`config.mk`:
```
export PLATFORM = sky130hd
export DESIGN_NAME = rvm_regs
export DESIGN_NICKNAME = d
export VERILOG_FILES = /design/src/rvm_pkg.sv /design/src/rvm_regs.sv
export SDC_FILE = /design/constraint.sdc
export NUM_CORES = 1
export LEC_CHECK = 0
export ABC_AREA = 1
export BUFFER_PORTS_ARGS = -buffer_cell sky130_fd_sc_hd__buf_4
export CAP_MARGIN = 25
export CORE_MARGIN = 10
export CORE_UTILIZATION = 58
export DETAILED_ROUTE_END_ITERATION = 6
export PLACE_DENSITY_LB_ADDON = 0.05
export SLEW_MARGIN = 40
export SYNTH_ARGS = -nofsm -noshare
export SYNTH_HDL_FRONTEND = slang
export SYNTH_SLANG_ARGS = --single-unit
```
`constraint.sdc`:
```
create_clock -name core_clk -period 4.3 [get_ports core_clk]
set_input_delay 0.43 -clock core_clk [delete_from_list [all_inputs] [get_ports core_clk]]
set_output_delay 0.43 -clock core_clk [all_outputs]
set_load 0.01 [all_outputs]
```
`src/rvm_pkg.sv`:
```
package rvm_pkg;

	localparam logic [8:0] ADDR_CONTROL    = 9'h114;
	localparam logic [8:0] ADDR_ENABLE_LA  = 9'h115;
	localparam logic [8:0] ADDR_ENABLE_LB  = 9'h116;
	localparam logic [8:0] ADDR_ENABLE_BK  = 9'h117;
	localparam logic [8:0] ADDR_LAST_89    = 9'h11E;
	localparam logic [8:0] ADDR_LAST_10    = 9'h11F;

	localparam logic [7:0] RST_CONTROL     = 8'h00;
	localparam logic [7:0] RST_ENABLE_LA   = 8'h00;
	localparam logic [7:0] RST_ENABLE_LB   = 8'h00;
	localparam logic [7:0] RST_ENABLE_BK   = 8'h00;

	// Writable bits of each enable register; reserved bits read back zero.
	localparam logic [7:0] MASK_ENABLE_LA  = 8'hC4;
	localparam logic [7:0] MASK_ENABLE_LB  = 8'h05;
	localparam logic [7:0] MASK_ENABLE_BK  = 8'hFC;

	localparam int CTL_DELAY_LSB   = 6;
	localparam int CTL_MODE_LSB    = 4;
	localparam int CTL_DEBOUNCE    = 3;
	localparam int CTL_RESET_EN    = 2;
	localparam int CTL_THRES_LSB   = 0;
	localparam int LAST9_LSB       = 4;
	localparam int LAST8_LSB       = 0;
	localparam int LAST10_LSB      = 0;

	// Shift that turns a target into its deviation limit: 25 % is a shift of two.
	localparam logic [3:0] THRES_BASE_SHIFT = 4'h2;

	localparam int NUM_REG = 11;
	localparam int NUM_CH  = 3;

	typedef enum logic [1:0] {
		RVM_MODE_LOCKOUT = 2'b00,
		RVM_MODE_NORMAL  = 2'b01,
		RVM_MODE_BURST   = 2'b10,
		RVM_MODE_RSVD    = 2'b11
	} rvm_mode_e;

	// One finished auto measurement from the converter on one monitor channel.
	typedef struct packed {
		logic       done;
		logic       fresh;
		logic [2:0] index;
		logic [7:0] value;
		logic [7:0] target;
	} rvm_meas_s;

	typedef struct packed {
		logic [1:0] range_check_start_delay;
		rvm_mode_e  monitor_operating_mode;
		logic       monitor_debounce_enable;
		logic       reset_on_fault_enable;
		logic [1:0] deviation_threshold_select;
	} rvm_control_s;

endpackage : rvm_pkg

```
`src/rvm_regs.sv`:
```
`timescale 1ns/1ps
// Summary of operation
// RULE1 - Range checks begin after zero, one, two or four measurements following enable.
// RULE2 - Mode 00 raises the event and shuts down an out-of-range regulator.
// RULE3 - Mode 01 raises the event after every finished channel 8, 9, 10 measurement.
// RULE4 - Mode 10 raises the event after the channel 10 slot; mode 11 reserved.
// RULE5 - Debounce bit requires two successive out-of-range results on a channel.
// RULE6 - Reset-on-fault drives system reset on detection, only while event mask is 1.
// RULE7 - Software should not make reset-on-fault part of the fused default setup.
// RULE8 - Threshold codes select about 25, 12.5, 6.25 or 3.125 percent windows.
// RULE9 - Second register enables linear 8, 7 and 3 watching at bits 7, 6, 2.
// RULE10 - Third register enables linear 11 at bit 2 and linear 9 at bit 0.
// RULE11 - Fourth register bits 7 to 2 enable the six buck converter watches.
// RULE12 - Read-only channel 8 last index: core1, core2, processor, linear 3, linear 11.
// RULE13 - Read-only channel 9 last index at bits 6:4: io, memory, peripheral buck.
// RULE14 - Read-only channel 10 last index sits at bits 2:0 of sixth register.
// RULE15 - Channel 10 codes: 010 linear 7, 011 linear 8, 100 linear 9.
// RULE16 - Out of range means deviation from target exceeds threshold in either direction.
module rvm_regs (
	input  wire logic                                   core_clk,
	input  wire logic                                   nrst,
	input  wire logic [8:0]                             reg_addr,
	input  wire logic                                   reg_wr_en,
	input  wire logic [7:0]                             reg_wr_data,
	input  wire logic                                   reg_rd_en,
	output logic      [7:0]                             reg_rd_data,
	input  wire rvm_pkg::rvm_meas_s [rvm_pkg::NUM_CH-1:0] meas,
	input  wire logic                                   out_of_range_event_mask,
	input  wire logic                                   interrupt_clear,
	output logic                                        out_of_range_event,
	output logic                                        interrupt_output_n,
	output logic                                        system_reset_output_n,
	output logic      [rvm_pkg::NUM_REG-1:0]            regulator_shutdown
);

	rvm_pkg::rvm_control_s       ctl_q;
	logic [7:0]                  en_la_q;
	logic [7:0]                  en_lb_q;
	logic [7:0]                  en_bk_q;
	logic [2:0]                  last_idx_q [rvm_pkg::NUM_CH];
	logic [2:0]                  meas_cnt_q [rvm_pkg::NUM_CH];
	logic [rvm_pkg::NUM_CH-1:0]  prev_out_q;
	logic [rvm_pkg::NUM_CH-1:0]  fault;
	logic [rvm_pkg::NUM_CH-1:0]  raw_out;
	logic [rvm_pkg::NUM_REG-1:0] fault_regs;
	logic [rvm_pkg::NUM_REG-1:0] watch_en;
	logic                        any_fault;
	logic                        event_now;

	// Regulator order: core1, core2, proc, io, mem, peri, lin3, lin7, lin8, lin9, lin11.
	assign watch_en = {en_lb_q[2], en_lb_q[0], en_la_q[7], en_la_q[6], en_la_q[2], // RULE9 RULE10
		en_bk_q[7], en_bk_q[6], en_bk_q[5], en_bk_q[4], en_bk_q[3], en_bk_q[2]}; // RULE11

	// Translates a channel's index code into a one-hot regulator vector.
	function automatic logic [rvm_pkg::NUM_REG-1:0] idx_to_reg(input int ch,
			input logic [2:0] idx);
		logic [rvm_pkg::NUM_REG-1:0] r;
		r = '0;
		case (ch)
			0: begin
				case (idx) // RULE12
					3'h1:    r[0]  = 1'b1;
					3'h2:    r[1]  = 1'b1;
					3'h3:    r[2]  = 1'b1;
					3'h4:    r[6]  = 1'b1;
					3'h6:    r[10] = 1'b1;
					default: r     = '0;
				endcase
			end
			1: begin
				case (idx) // RULE13
					3'h1:    r[3] = 1'b1;
					3'h2:    r[4] = 1'b1;
					3'h3:    r[5] = 1'b1;
					default: r    = '0;
				endcase
			end
			default: begin
				case (idx) // RULE15
					3'h2:    r[7] = 1'b1;
					3'h3:    r[8] = 1'b1;
					3'h4:    r[9] = 1'b1;
					default: r    = '0;
				endcase
			end
		endcase
		return r;
	endfunction : idx_to_reg

	// Number of earlier measurements its channel must see before a regulator's range is judged.
	function automatic logic [2:0] start_need(input logic [1:0] code);
		case (code) // RULE1
			2'b00:   return 3'h0;
			2'b01:   return 3'h1;
			2'b10:   return 3'h2;
			default: return 3'h4;
		endcase
	endfunction : start_need

	genvar g;
	generate
		for (g = 0; g < rvm_pkg::NUM_CH; g++) begin : g_ch
			logic [8:0]                  diff;
			logic [7:0]                  limit;
			logic [2:0]                  prior;
			logic [rvm_pkg::NUM_REG-1:0] sel;
			logic                        armed;

			assign sel   = idx_to_reg(g, meas[g].index);
			assign diff  = (meas[g].value >= meas[g].target) ?
				{1'b0, meas[g].value - meas[g].target} :
				{1'b0, meas[g].target - meas[g].value}; // RULE16
			assign limit = meas[g].target >> (rvm_pkg::THRES_BASE_SHIFT +
				{2'h0, ctl_q.deviation_threshold_select}); // RULE8
			assign prior = meas[g].fresh ? 3'h0 : meas_cnt_q[g];
			assign armed = prior >= start_need(ctl_q.range_check_start_delay); // RULE1
			assign raw_out[g] = meas[g].done && armed && ((sel & watch_en) != '0) &&
				(diff > {1'b0, limit}); // RULE16
			// A lone glitch is ignored when debouncing, at the cost of one slot of latency.
			assign fault[g] = raw_out[g] &&
				(!ctl_q.monitor_debounce_enable || prev_out_q[g]); // RULE5

			always_ff @(posedge core_clk) begin
				if (!nrst) begin
					meas_cnt_q[g] <= 3'h0;
					prev_out_q[g] <= 1'b0;
				end else if (meas[g].done) begin
					meas_cnt_q[g] <= (prior == 3'h4) ? prior : prior + 3'h1; // RULE1
					prev_out_q[g] <= raw_out[g]; // RULE5
				end
			end

			always_ff @(posedge core_clk) begin
				if (!nrst) begin
					last_idx_q[g] <= 3'h0;
				end else if (meas[g].done) begin
					last_idx_q[g] <= meas[g].index; // RULE12 RULE13 RULE14
				end
			end
		end
	endgenerate

	always_comb begin
		fault_regs = '0;
		for (int c = 0; c < rvm_pkg::NUM_CH; c++) begin
			if (fault[c]) begin
				fault_regs = fault_regs | idx_to_reg(c, meas[c].index);
			end
		end
	end

	assign any_fault = |fault;

	always_comb begin
		case (ctl_q.monitor_operating_mode)
			rvm_pkg::RVM_MODE_LOCKOUT: event_now = any_fault; // RULE2
			rvm_pkg::RVM_MODE_NORMAL:  event_now = |{meas[2].done, meas[1].done,
				meas[0].done}; // RULE3
			rvm_pkg::RVM_MODE_BURST:   event_now = meas[2].done; // RULE4
			default:                   event_now = 1'b0; // RULE4
		endcase
	end

	always_ff @(posedge core_clk) begin
		if (!nrst) begin
			ctl_q   <= rvm_pkg::RST_CONTROL;
			en_la_q <= rvm_pkg::RST_ENABLE_LA;
			en_lb_q <= rvm_pkg::RST_ENABLE_LB;
			en_bk_q <= rvm_pkg::RST_ENABLE_BK;
		end else if (reg_wr_en) begin
			case (reg_addr)
				rvm_pkg::ADDR_CONTROL:   ctl_q   <= reg_wr_data;
				rvm_pkg::ADDR_ENABLE_LA: en_la_q <= reg_wr_data & rvm_pkg::MASK_ENABLE_LA;
				rvm_pkg::ADDR_ENABLE_LB: en_lb_q <= reg_wr_data & rvm_pkg::MASK_ENABLE_LB;
				rvm_pkg::ADDR_ENABLE_BK: en_bk_q <= reg_wr_data & rvm_pkg::MASK_ENABLE_BK;
				default:                 ctl_q   <= ctl_q;
			endcase
		end
	end

	always_ff @(posedge core_clk) begin
		if (!nrst) begin
			reg_rd_data <= 8'h00;
		end else if (reg_rd_en) begin
			case (reg_addr)
				rvm_pkg::ADDR_CONTROL:   reg_rd_data <= ctl_q;
				rvm_pkg::ADDR_ENABLE_LA: reg_rd_data <= en_la_q;
				rvm_pkg::ADDR_ENABLE_LB: reg_rd_data <= en_lb_q;
				rvm_pkg::ADDR_ENABLE_BK: reg_rd_data <= en_bk_q;
				rvm_pkg::ADDR_LAST_89:   reg_rd_data <= {1'b0, last_idx_q[1], 1'b0,
					last_idx_q[0]}; // RULE12 RULE13
				rvm_pkg::ADDR_LAST_10:   reg_rd_data <= {5'h00, last_idx_q[2]}; // RULE14
				default:                 reg_rd_data <= 8'h00;
			endcase
		end
	end

	always_ff @(posedge core_clk) begin
		if (!nrst) begin
			out_of_range_event <= 1'b0;
			interrupt_output_n <= 1'b1;
		end else begin
			out_of_range_event <= event_now; // RULE2 RULE3 RULE4
			// A new unmasked event wins over a clear arriving in the same cycle.
			if (event_now && !out_of_range_event_mask) begin
				interrupt_output_n <= 1'b0; // RULE2 RULE3 RULE4
			end else if (interrupt_clear) begin
				interrupt_output_n <= 1'b1;
			end
		end
	end

	// Shutdown and reset hold until device reset: a regulator that tripped must not
	// silently restart, which is why disabling its watch does not release it.
	always_ff @(posedge core_clk) begin
		if (!nrst) begin
			regulator_shutdown <= '0;
		end else if (ctl_q.monitor_operating_mode == rvm_pkg::RVM_MODE_LOCKOUT) begin
			regulator_shutdown <= regulator_shutdown | fault_regs; // RULE2
		end
	end

	always_ff @(posedge core_clk) begin
		if (!nrst) begin
			system_reset_output_n <= 1'b1;
		end else if (any_fault && ctl_q.reset_on_fault_enable && out_of_range_event_mask) begin
			system_reset_output_n <= 1'b0; // RULE6
		end
	end

endmodule : rvm_regs

```
==> results of run 1 <==
## power by group
group / internal, µW / switching (µW) / total, µW
Sequential: 616 / 6.71 / 622
Clock: 320 / 239 / 558
Combinational: 241 / 344 / 586
Total: 1180 / 590 / 1770
## layout by cell type (no fill, tap or decap), types with 2 or more instances in the layout
cell      count
nand2_1     210
ha_1         78
nand3_1      43
nand2_2       5
nor2_2        3
o21ai_1       3
inv_1       159
fa_1          6
a211oi_1      3
nand4_1      12
or2_2         5
o22ai_1       3
inv_2         7
o21ai_0      68
clkinv_1      4
nand3_2       8
dfxtp_1      43
buf_4       107
edfxtp_1     18
o211ai_1      5
a21oi_1      73
xnor2_1       7
a221oi_1      2
clkbuf_8     10
nand2_4       2
nor3_1       21
o21bai_1      3
inv_4         3
xor2_1        9
o21a_1       10
nor2_1       63
a21o_1        5
nor2_4        3
o221ai_1      4
## layout make-up
cell class / instances / area (µm²) / share of cell area, %
Clock inverter: 4 / 50.0 / 0.694
Timing Repair Buffer: 107 / 803 / 11.1
Clock buffer: 12 / 166 / 2.31
Inverter: 171 / 644 / 8.93
Sequential cell: 62 / 1420 / 19.7
Tap cell: 136 / 170 / 2.36
Multi-Input combinational cell: 663 / 3960 / 54.9
## routing by layer
metal | routed length, µm | vias up
met4 | 387 | 0
li1 | - | 3155
met3 | 944 | 35
met2 | 7570 | 208
met5 | 0 | -
met1 | 7730 | 2761
## worst paths after layout
check	from	endpoint	slack, ns	cells after the start
worst max-delay path	meas[29]	system_reset_output_n$_SDFFE_PN1P_	1.03	25
worst min-delay path	reg_wr_data[3]	ctl_q[3]$_SDFFE_PN0P_	0.31	3
worst max register to register	ctl_q[1]$_SDFFE_PN0P_	out_of_range_event$_SDFF_PN0_	1.29	17
worst min register to register	regulator_shutdown[9]$_SDFFE_PN0P_	regulator_shutdown[9]$_SDFFE_PN0P_	0.46	2
## through the flow
step | total power [µW] | setup WS [ns] | instance area, µm² | util [%] | cells
2_1_floorplan | 1040 | 1.10 | 6080 | - | 909
3_3_place_gp | 1210 | 0.744 | 7000 | 68.1 | 1139
3_5_place_dp | 1210 | 0.687 | 7000 | 68.1 | 1139
4_1_cts | 1760 | 1.05 | 7210 | 70.2 | 1155
5_1_grt | 1880 | 0.675 | 7210 | 70.2 | 1155
6_report | 1770 | 1.03 | 7210 | 70.2 | 1155
## worst register-to-register path, stage by stage (launching register included)
cell and delay (ns):
dfxtp_1 0.64, clkinv_1 0.56, o21ai_0 0.37, ha_1 0.28
inv_1 0.07, nor2_1 0.04, nor2_1 0.07, o21ai_0 0.09
a21oi_1 0.13, nand2_1 0.06, nand2_1 0.05, nand2_1 0.07
nand3_2 0.14, nand2_1 0.08, inv_2 0.06, nand3_2 0.09
nand2_1 0.09, inv_1 0.03
## sequential cells by signal, summed over array words and instances, names as in the netlist
signal and count:
out_of_range_event 1, prev_out_q 3, reg_rd_data 8, meas_cnt_q 9, ctl_q 8, en_lb_q 2
interrupt_output_n 1, en_bk_q 6, en_la_q 3, last_idx_q 9, regulator_shutdown 11, system_reset_output_n 1
## kinds of logic (layout without fill, tap and decap cells)
family                     after synthesis  after routing  synth area share [%]
and+or+nand+nor                        378            378                  27.6
AOI/OAI and AO/OA                      184            184                  17.0
buffers and inverters                  184            294                  11.5
adders and majority gates               84             84                  18.0
DFF                                     62             62                  23.4
xor gates and xnor gates                16             16                  2.30
muxes                                    1              1                 0.165
==> metrics, run 1 <==
clk_skew 0.0104 ns; Seq cells post-synth 62; CP max-delay cell fa_1; n_diodes 0; Worst Path Buf+Inv 6; hold_buf cts 0; largest area contributor in the netlist ha_1; worst hold slack 0.314 ns; root buffer selected by CTS clkbuf_8; port bufs 107; first-pass GRT wire length 27,300 µm; most common flop cell mapped by yosys dfxtp_1; layout cells sized above 1 15.7%; violated checks design-rule violations; post-CTS setup buffers 0; Avg Vias per Cell 5.33; CTS tree built; sequential share of the synthesized area 23.4%; via count 6,159; cell with the most instances after synthesis nand2_1; Synth cell types 45; ranking of synthesized cells by area ha_1, dfxtp_1, nand2_1, inv_1, edfxtp_1; Static Leakage 0.00374 µW; Starting Density 59.2%; drt first pass iters 7; post-route ant nets 0; area delta synth->final 18.6%; Least-Margin Pin Slew 0.618 ns; chip height 122 µm; wire per inst 14.4 µm; post-synth top area share 16.0%; CP delay by family, top simple AND/OR/NAND/NOR gates; largest net degree at the start of global routing 38; # IOs 108; cell count after synthesis 909; most used cell, CP nand2_1; core area 10,300 µm²; maximum VDD drop 0.000244 V; Critical Path Max Stage Delay 0.37 ns; clock sink total 62; CTS max path bufs 2; Most Crowded Layer GR met2; RSZ-0062 raised after global routing false; Tmin final 3.27 ns; ys async rst share 0%; CP endpoint kind flip-flop; Critical Path Source Type input port; power per standard cell area 245 nW/µm²; WL final 16,600 µm; initial antenna violation count 0; Pins Over Slew Limit 0; GP Congestion 0.968; GRT met1 Usage 29.8%; drt first-iter violations 583; Max-slew headroom 58.5%; row count 37; die area 15,000 µm²; Total Routing Usage GR 22.0%; DP HPWL 13,500 µm; Final Hold Fails 0; worst endpoint required time 4.53 ns; filler instances 946; top post-synthesis cells by count nand2_1, inv_1, ha_1; CTS Buf Count 9; DRC 2; M3 GR Usage 2.80%; syn avg cell area 6.69 µm²; clock latency on the worst-skew pair 0.35 ns; fmax 305 MHz; yosys synthesis warning count 0; Post-synth EDFFs 18; synthesized area 6080 µm²; register clock-pin slew on the reported worst setup and hold paths 0.08 ns; endpoints failing setup 0; PostCTS Resize Cnt 0; share of the clock period used by the worst path 76.1%; GR Layer Usage met2 35.4%; vias in the first global route 5,721; crit path DAT 3.51 ns; min-delay worst type in -> reg; Setup TNS 0 ns; H-tree Lvls 3; Max FO, Critical Path 10; Remaining Overflow, GRT 0; Die Wd 122 µm; status finished with violations; Post-layout nets 1,184; WS Path Type in -> reg; maxcap violations 0; syn_nets 1,079
Note: power is estimated with default switching activity, not from simulation.
==> inputs of run 2 (changes only) <==
Settings changed: ABC_AREA 1 to 0.
Clock period 4.3 ns to 3.2 ns, I/O delays scaled along.
==> metrics, run 2 <==
post-synth top area share 15.9%; most common flop cell mapped by yosys dfxtp_1; min-delay worst type in -> reg; syn avg cell area 8.30 µm²; Reg-to-Reg Start ctl_q[0]$_SDFFE_PN0P_; worst endpoint required time 3.44 ns; ys async rst share 0%; RR Endpoint out_of_range_event$_SDFF_PN0_; sequential share of the synthesized area 23.2%; cell count after synthesis 739; Max FO, Critical Path 4; DRC 0; first-pass GRT wire length 30,300 µm; H-tree Lvls 3; syn_nets 909; Critical Path Max Stage Delay 0.36 ns; wire per inst 17.5 µm; top post-synthesis cells by count inv_1, ha_1, nand2_1; hold_sp meas[58]; Synth cell types 74; crit path cell chain buf_12 > inv_12 > ha_4 > inv_2 > fa_2 > nand3_4 > a31oi_4 > a211oi_4 > mux2_4 > ha_4 > nor2b_4 > o21a_1 > o21a_1 > o21a_1 > o211ai_1 > a41oi_2 > a22oi_2 > nand4_1 > nor2b_1; total power 2530 µW; CTS tree built; fmax 284 MHz; area delta synth->final 34.5%; layout cells sized above 1 31.9%; port bufs 107; # IOs 108; Largest regs regulator_shutdown: 11 flops, last_idx_q: 9 flops, meas_cnt_q: 9 flops; vias in the first global route 6,332; hold depth 2; drt first pass iters 5; Critical Path Source Type input port; yosys synthesis warning count 0; status finished with violations; Worst Path Buf+Inv 3; CP delay by family, top compound AO/OA/AOI/OAI gates; Least-Margin Pin Slew 0.543 ns; chip height 123 µm; clock latency on the worst-skew pair 0.34 ns; Tmin final 3.52 ns; register area 1420 µm²; RSZ-0062 raised after global routing true; largest net degree at the start of global routing 63; post-route ant nets 0; Starting Density 59.4%; Post-synth EDFFs 18; ranking of synthesized cells by area ha_1, dfxtp_1, edfxtp_1, mux2i_1, inv_1; Reg with most FFs regulator_shutdown; Hold Path Sink regulator_shutdown[7]$_SDFFE_PN0P_; FF-to-FF setup slack 0.03 ns; register clock-pin slew on the reported worst setup and hold paths 0.07 ns; Remaining Overflow, GRT 0; R2R depth 14; WS Path Type in -> reg; crit path DAT 3.76 ns; Final Hold Fails 0; Multi-input gate area 4500 µm²; via count 6,178; Static Leakage 0.00388 µW; initial antenna violation count 0; Seq cells post-synth 62; max reg flops 11; endpoints failing setup 13; DP HPWL 15,000 µm; CP max-delay cell fa_2; Total Routing Usage GR 24.2%; DR WL met2 9320 µm; violated checks negative setup slack; largest area contributor in the netlist ha_1; core area 10,300 µm²; maxcap violations 0; n_diodes 0; maximum VDD drop 0.000348 V; CTS Buf Count 9; power per standard cell area 307 nW/µm²; Post-layout nets 1,104; Pins Over Slew Limit 0; drt first-iter violations 469; Max-slew headroom 63.7%; filler instances 669; CTS max path bufs 2; Worst Setup Slack, final -0.325 ns; clk_skew 0.00887 ns; root buffer selected by CTS clkbuf_8; worst slack at placement -0.781 ns; share of the clock period used by the worst path 110%; commonest non-fill, non-tap cell in the layout buf_4; most frequent cells in the layout buf_4, inv_1, ha_1, nand2_1, dfxtp_1; WL met3 1240 µm; WL final 18,800 µm; clock sink total 62; Die Wd 123 µm; Top Layer Used met4; GP Congestion 0.970; routed length on met1 7820 µm; CP endpoint kind flip-flop; synthesized area 6140 µm²; cell with the most instances after synthesis inv_1; Avg Vias per Cell 5.75; die area 15,100 µm²; row count 37; most used cell, CP o21a_1
==> run 2: changes by cell type after synthesis, sizes merged, moves of 13 or more <==
cell | before | now
nand2b | 0 | 15
nand2 | 217 | 61
inv | 167 | 81
nor2 | 69 | 36
and2 | 0 | 13
mux2i | 1 | 37
nand3 | 51 | 19
nor3 | 21 | 5
o21ai | 71 | 42
nor2b | 0 | 42
a21oi | 74 | 45
==> run 2: final cells by class <==
| cell class | count | area share, % |
|---|---|---|
| clock inverter | 4 | 0.242 |
| sequential | 62 | 17.2 |
| tap | 136 | 2.06 |
| clock buffer | 12 | 1.88 |
| timing repair buffer | 214 | 20.0 |
| inverter | 81 | 4.05 |
| multi-input combinational | 566 | 54.5 |
==> run 2: per-stage QoR <==
| step | cells | util (%) | cell area, µm² | hold WS (ns) | TNS [ns] |
|---|---|---|---|---|---|
| global route | 1075 | 80.0 | 8260 | 0.200 | -4.86 |
| finish | 1075 | 80.0 | 8260 | 0.200 | -2.75 |
| global placement | 1050 | 76.2 | 7870 | 0.439 | -6.85 |
| floorplan | 739 | - | 6320 | 0.416 | -1.71 |
| detailed placement | 1050 | 76.2 | 7870 | 0.452 | -8.68 |
| CTS | 1072 | 79.1 | 8160 | 0.201 | -2.97 |
==> run 2: worst max-delay path by stage <==
stage          startpoint                            end  cells after the start  slack [ns]
2_1_floorplan     meas[8]  out_of_range_event$_SDFF_PN0_                     18       -0.27
6_report          meas[8]  out_of_range_event$_SDFF_PN0_                     19       -0.32
3_3_place_gp      meas[8]  out_of_range_event$_SDFF_PN0_                     19       -0.60
3_5_place_dp      meas[8]  out_of_range_event$_SDFF_PN0_                     19       -0.78
4_1_cts          meas[29]  out_of_range_event$_SDFF_PN0_                     20       -0.31
5_1_grt           meas[8]  out_of_range_event$_SDFF_PN0_                     19       -0.45
==> run 2: kinds of logic after synthesis <==
family | synth area share [%]
fa+ha+maj | 17.9
mux | 7.14
simple gates | 20.4
xor+xnor | 3.00
compound gates | 20.9
flops | 23.2
buf+inv | 7.48
==> run 2: timing repair <==
| action | CTS | global route |
|---|---|---|
| endpoints found under the setup margin | 13 | 17 |
| pin swaps | 38 | 20 |
| setup buffers | 6 | 3 |
| resized for setup | 19 | 19 |
| hold buffers | 0 | 0 |
==> run 2: metal layers <==
| layer | track usage (%) | up-vias |
|---|---|---|
| met5 | 0 | - |
| met4 | 6.33 | 0 |
| met3 | 4.22 | 50 |
| met2 | 42.7 | 250 |
| met1 | 29.5 | 2876 |
| li1 | - | 3002 |
==> run 2: where the power goes <==
| part | switching [µW] | internal, µW | total (µW) |
|---|---|---|---|
| Clock | 309 | 319 | 628 |
| Sequential | 10.5 | 829 | 840 |
| Combinational | 524 | 542 | 1070 |
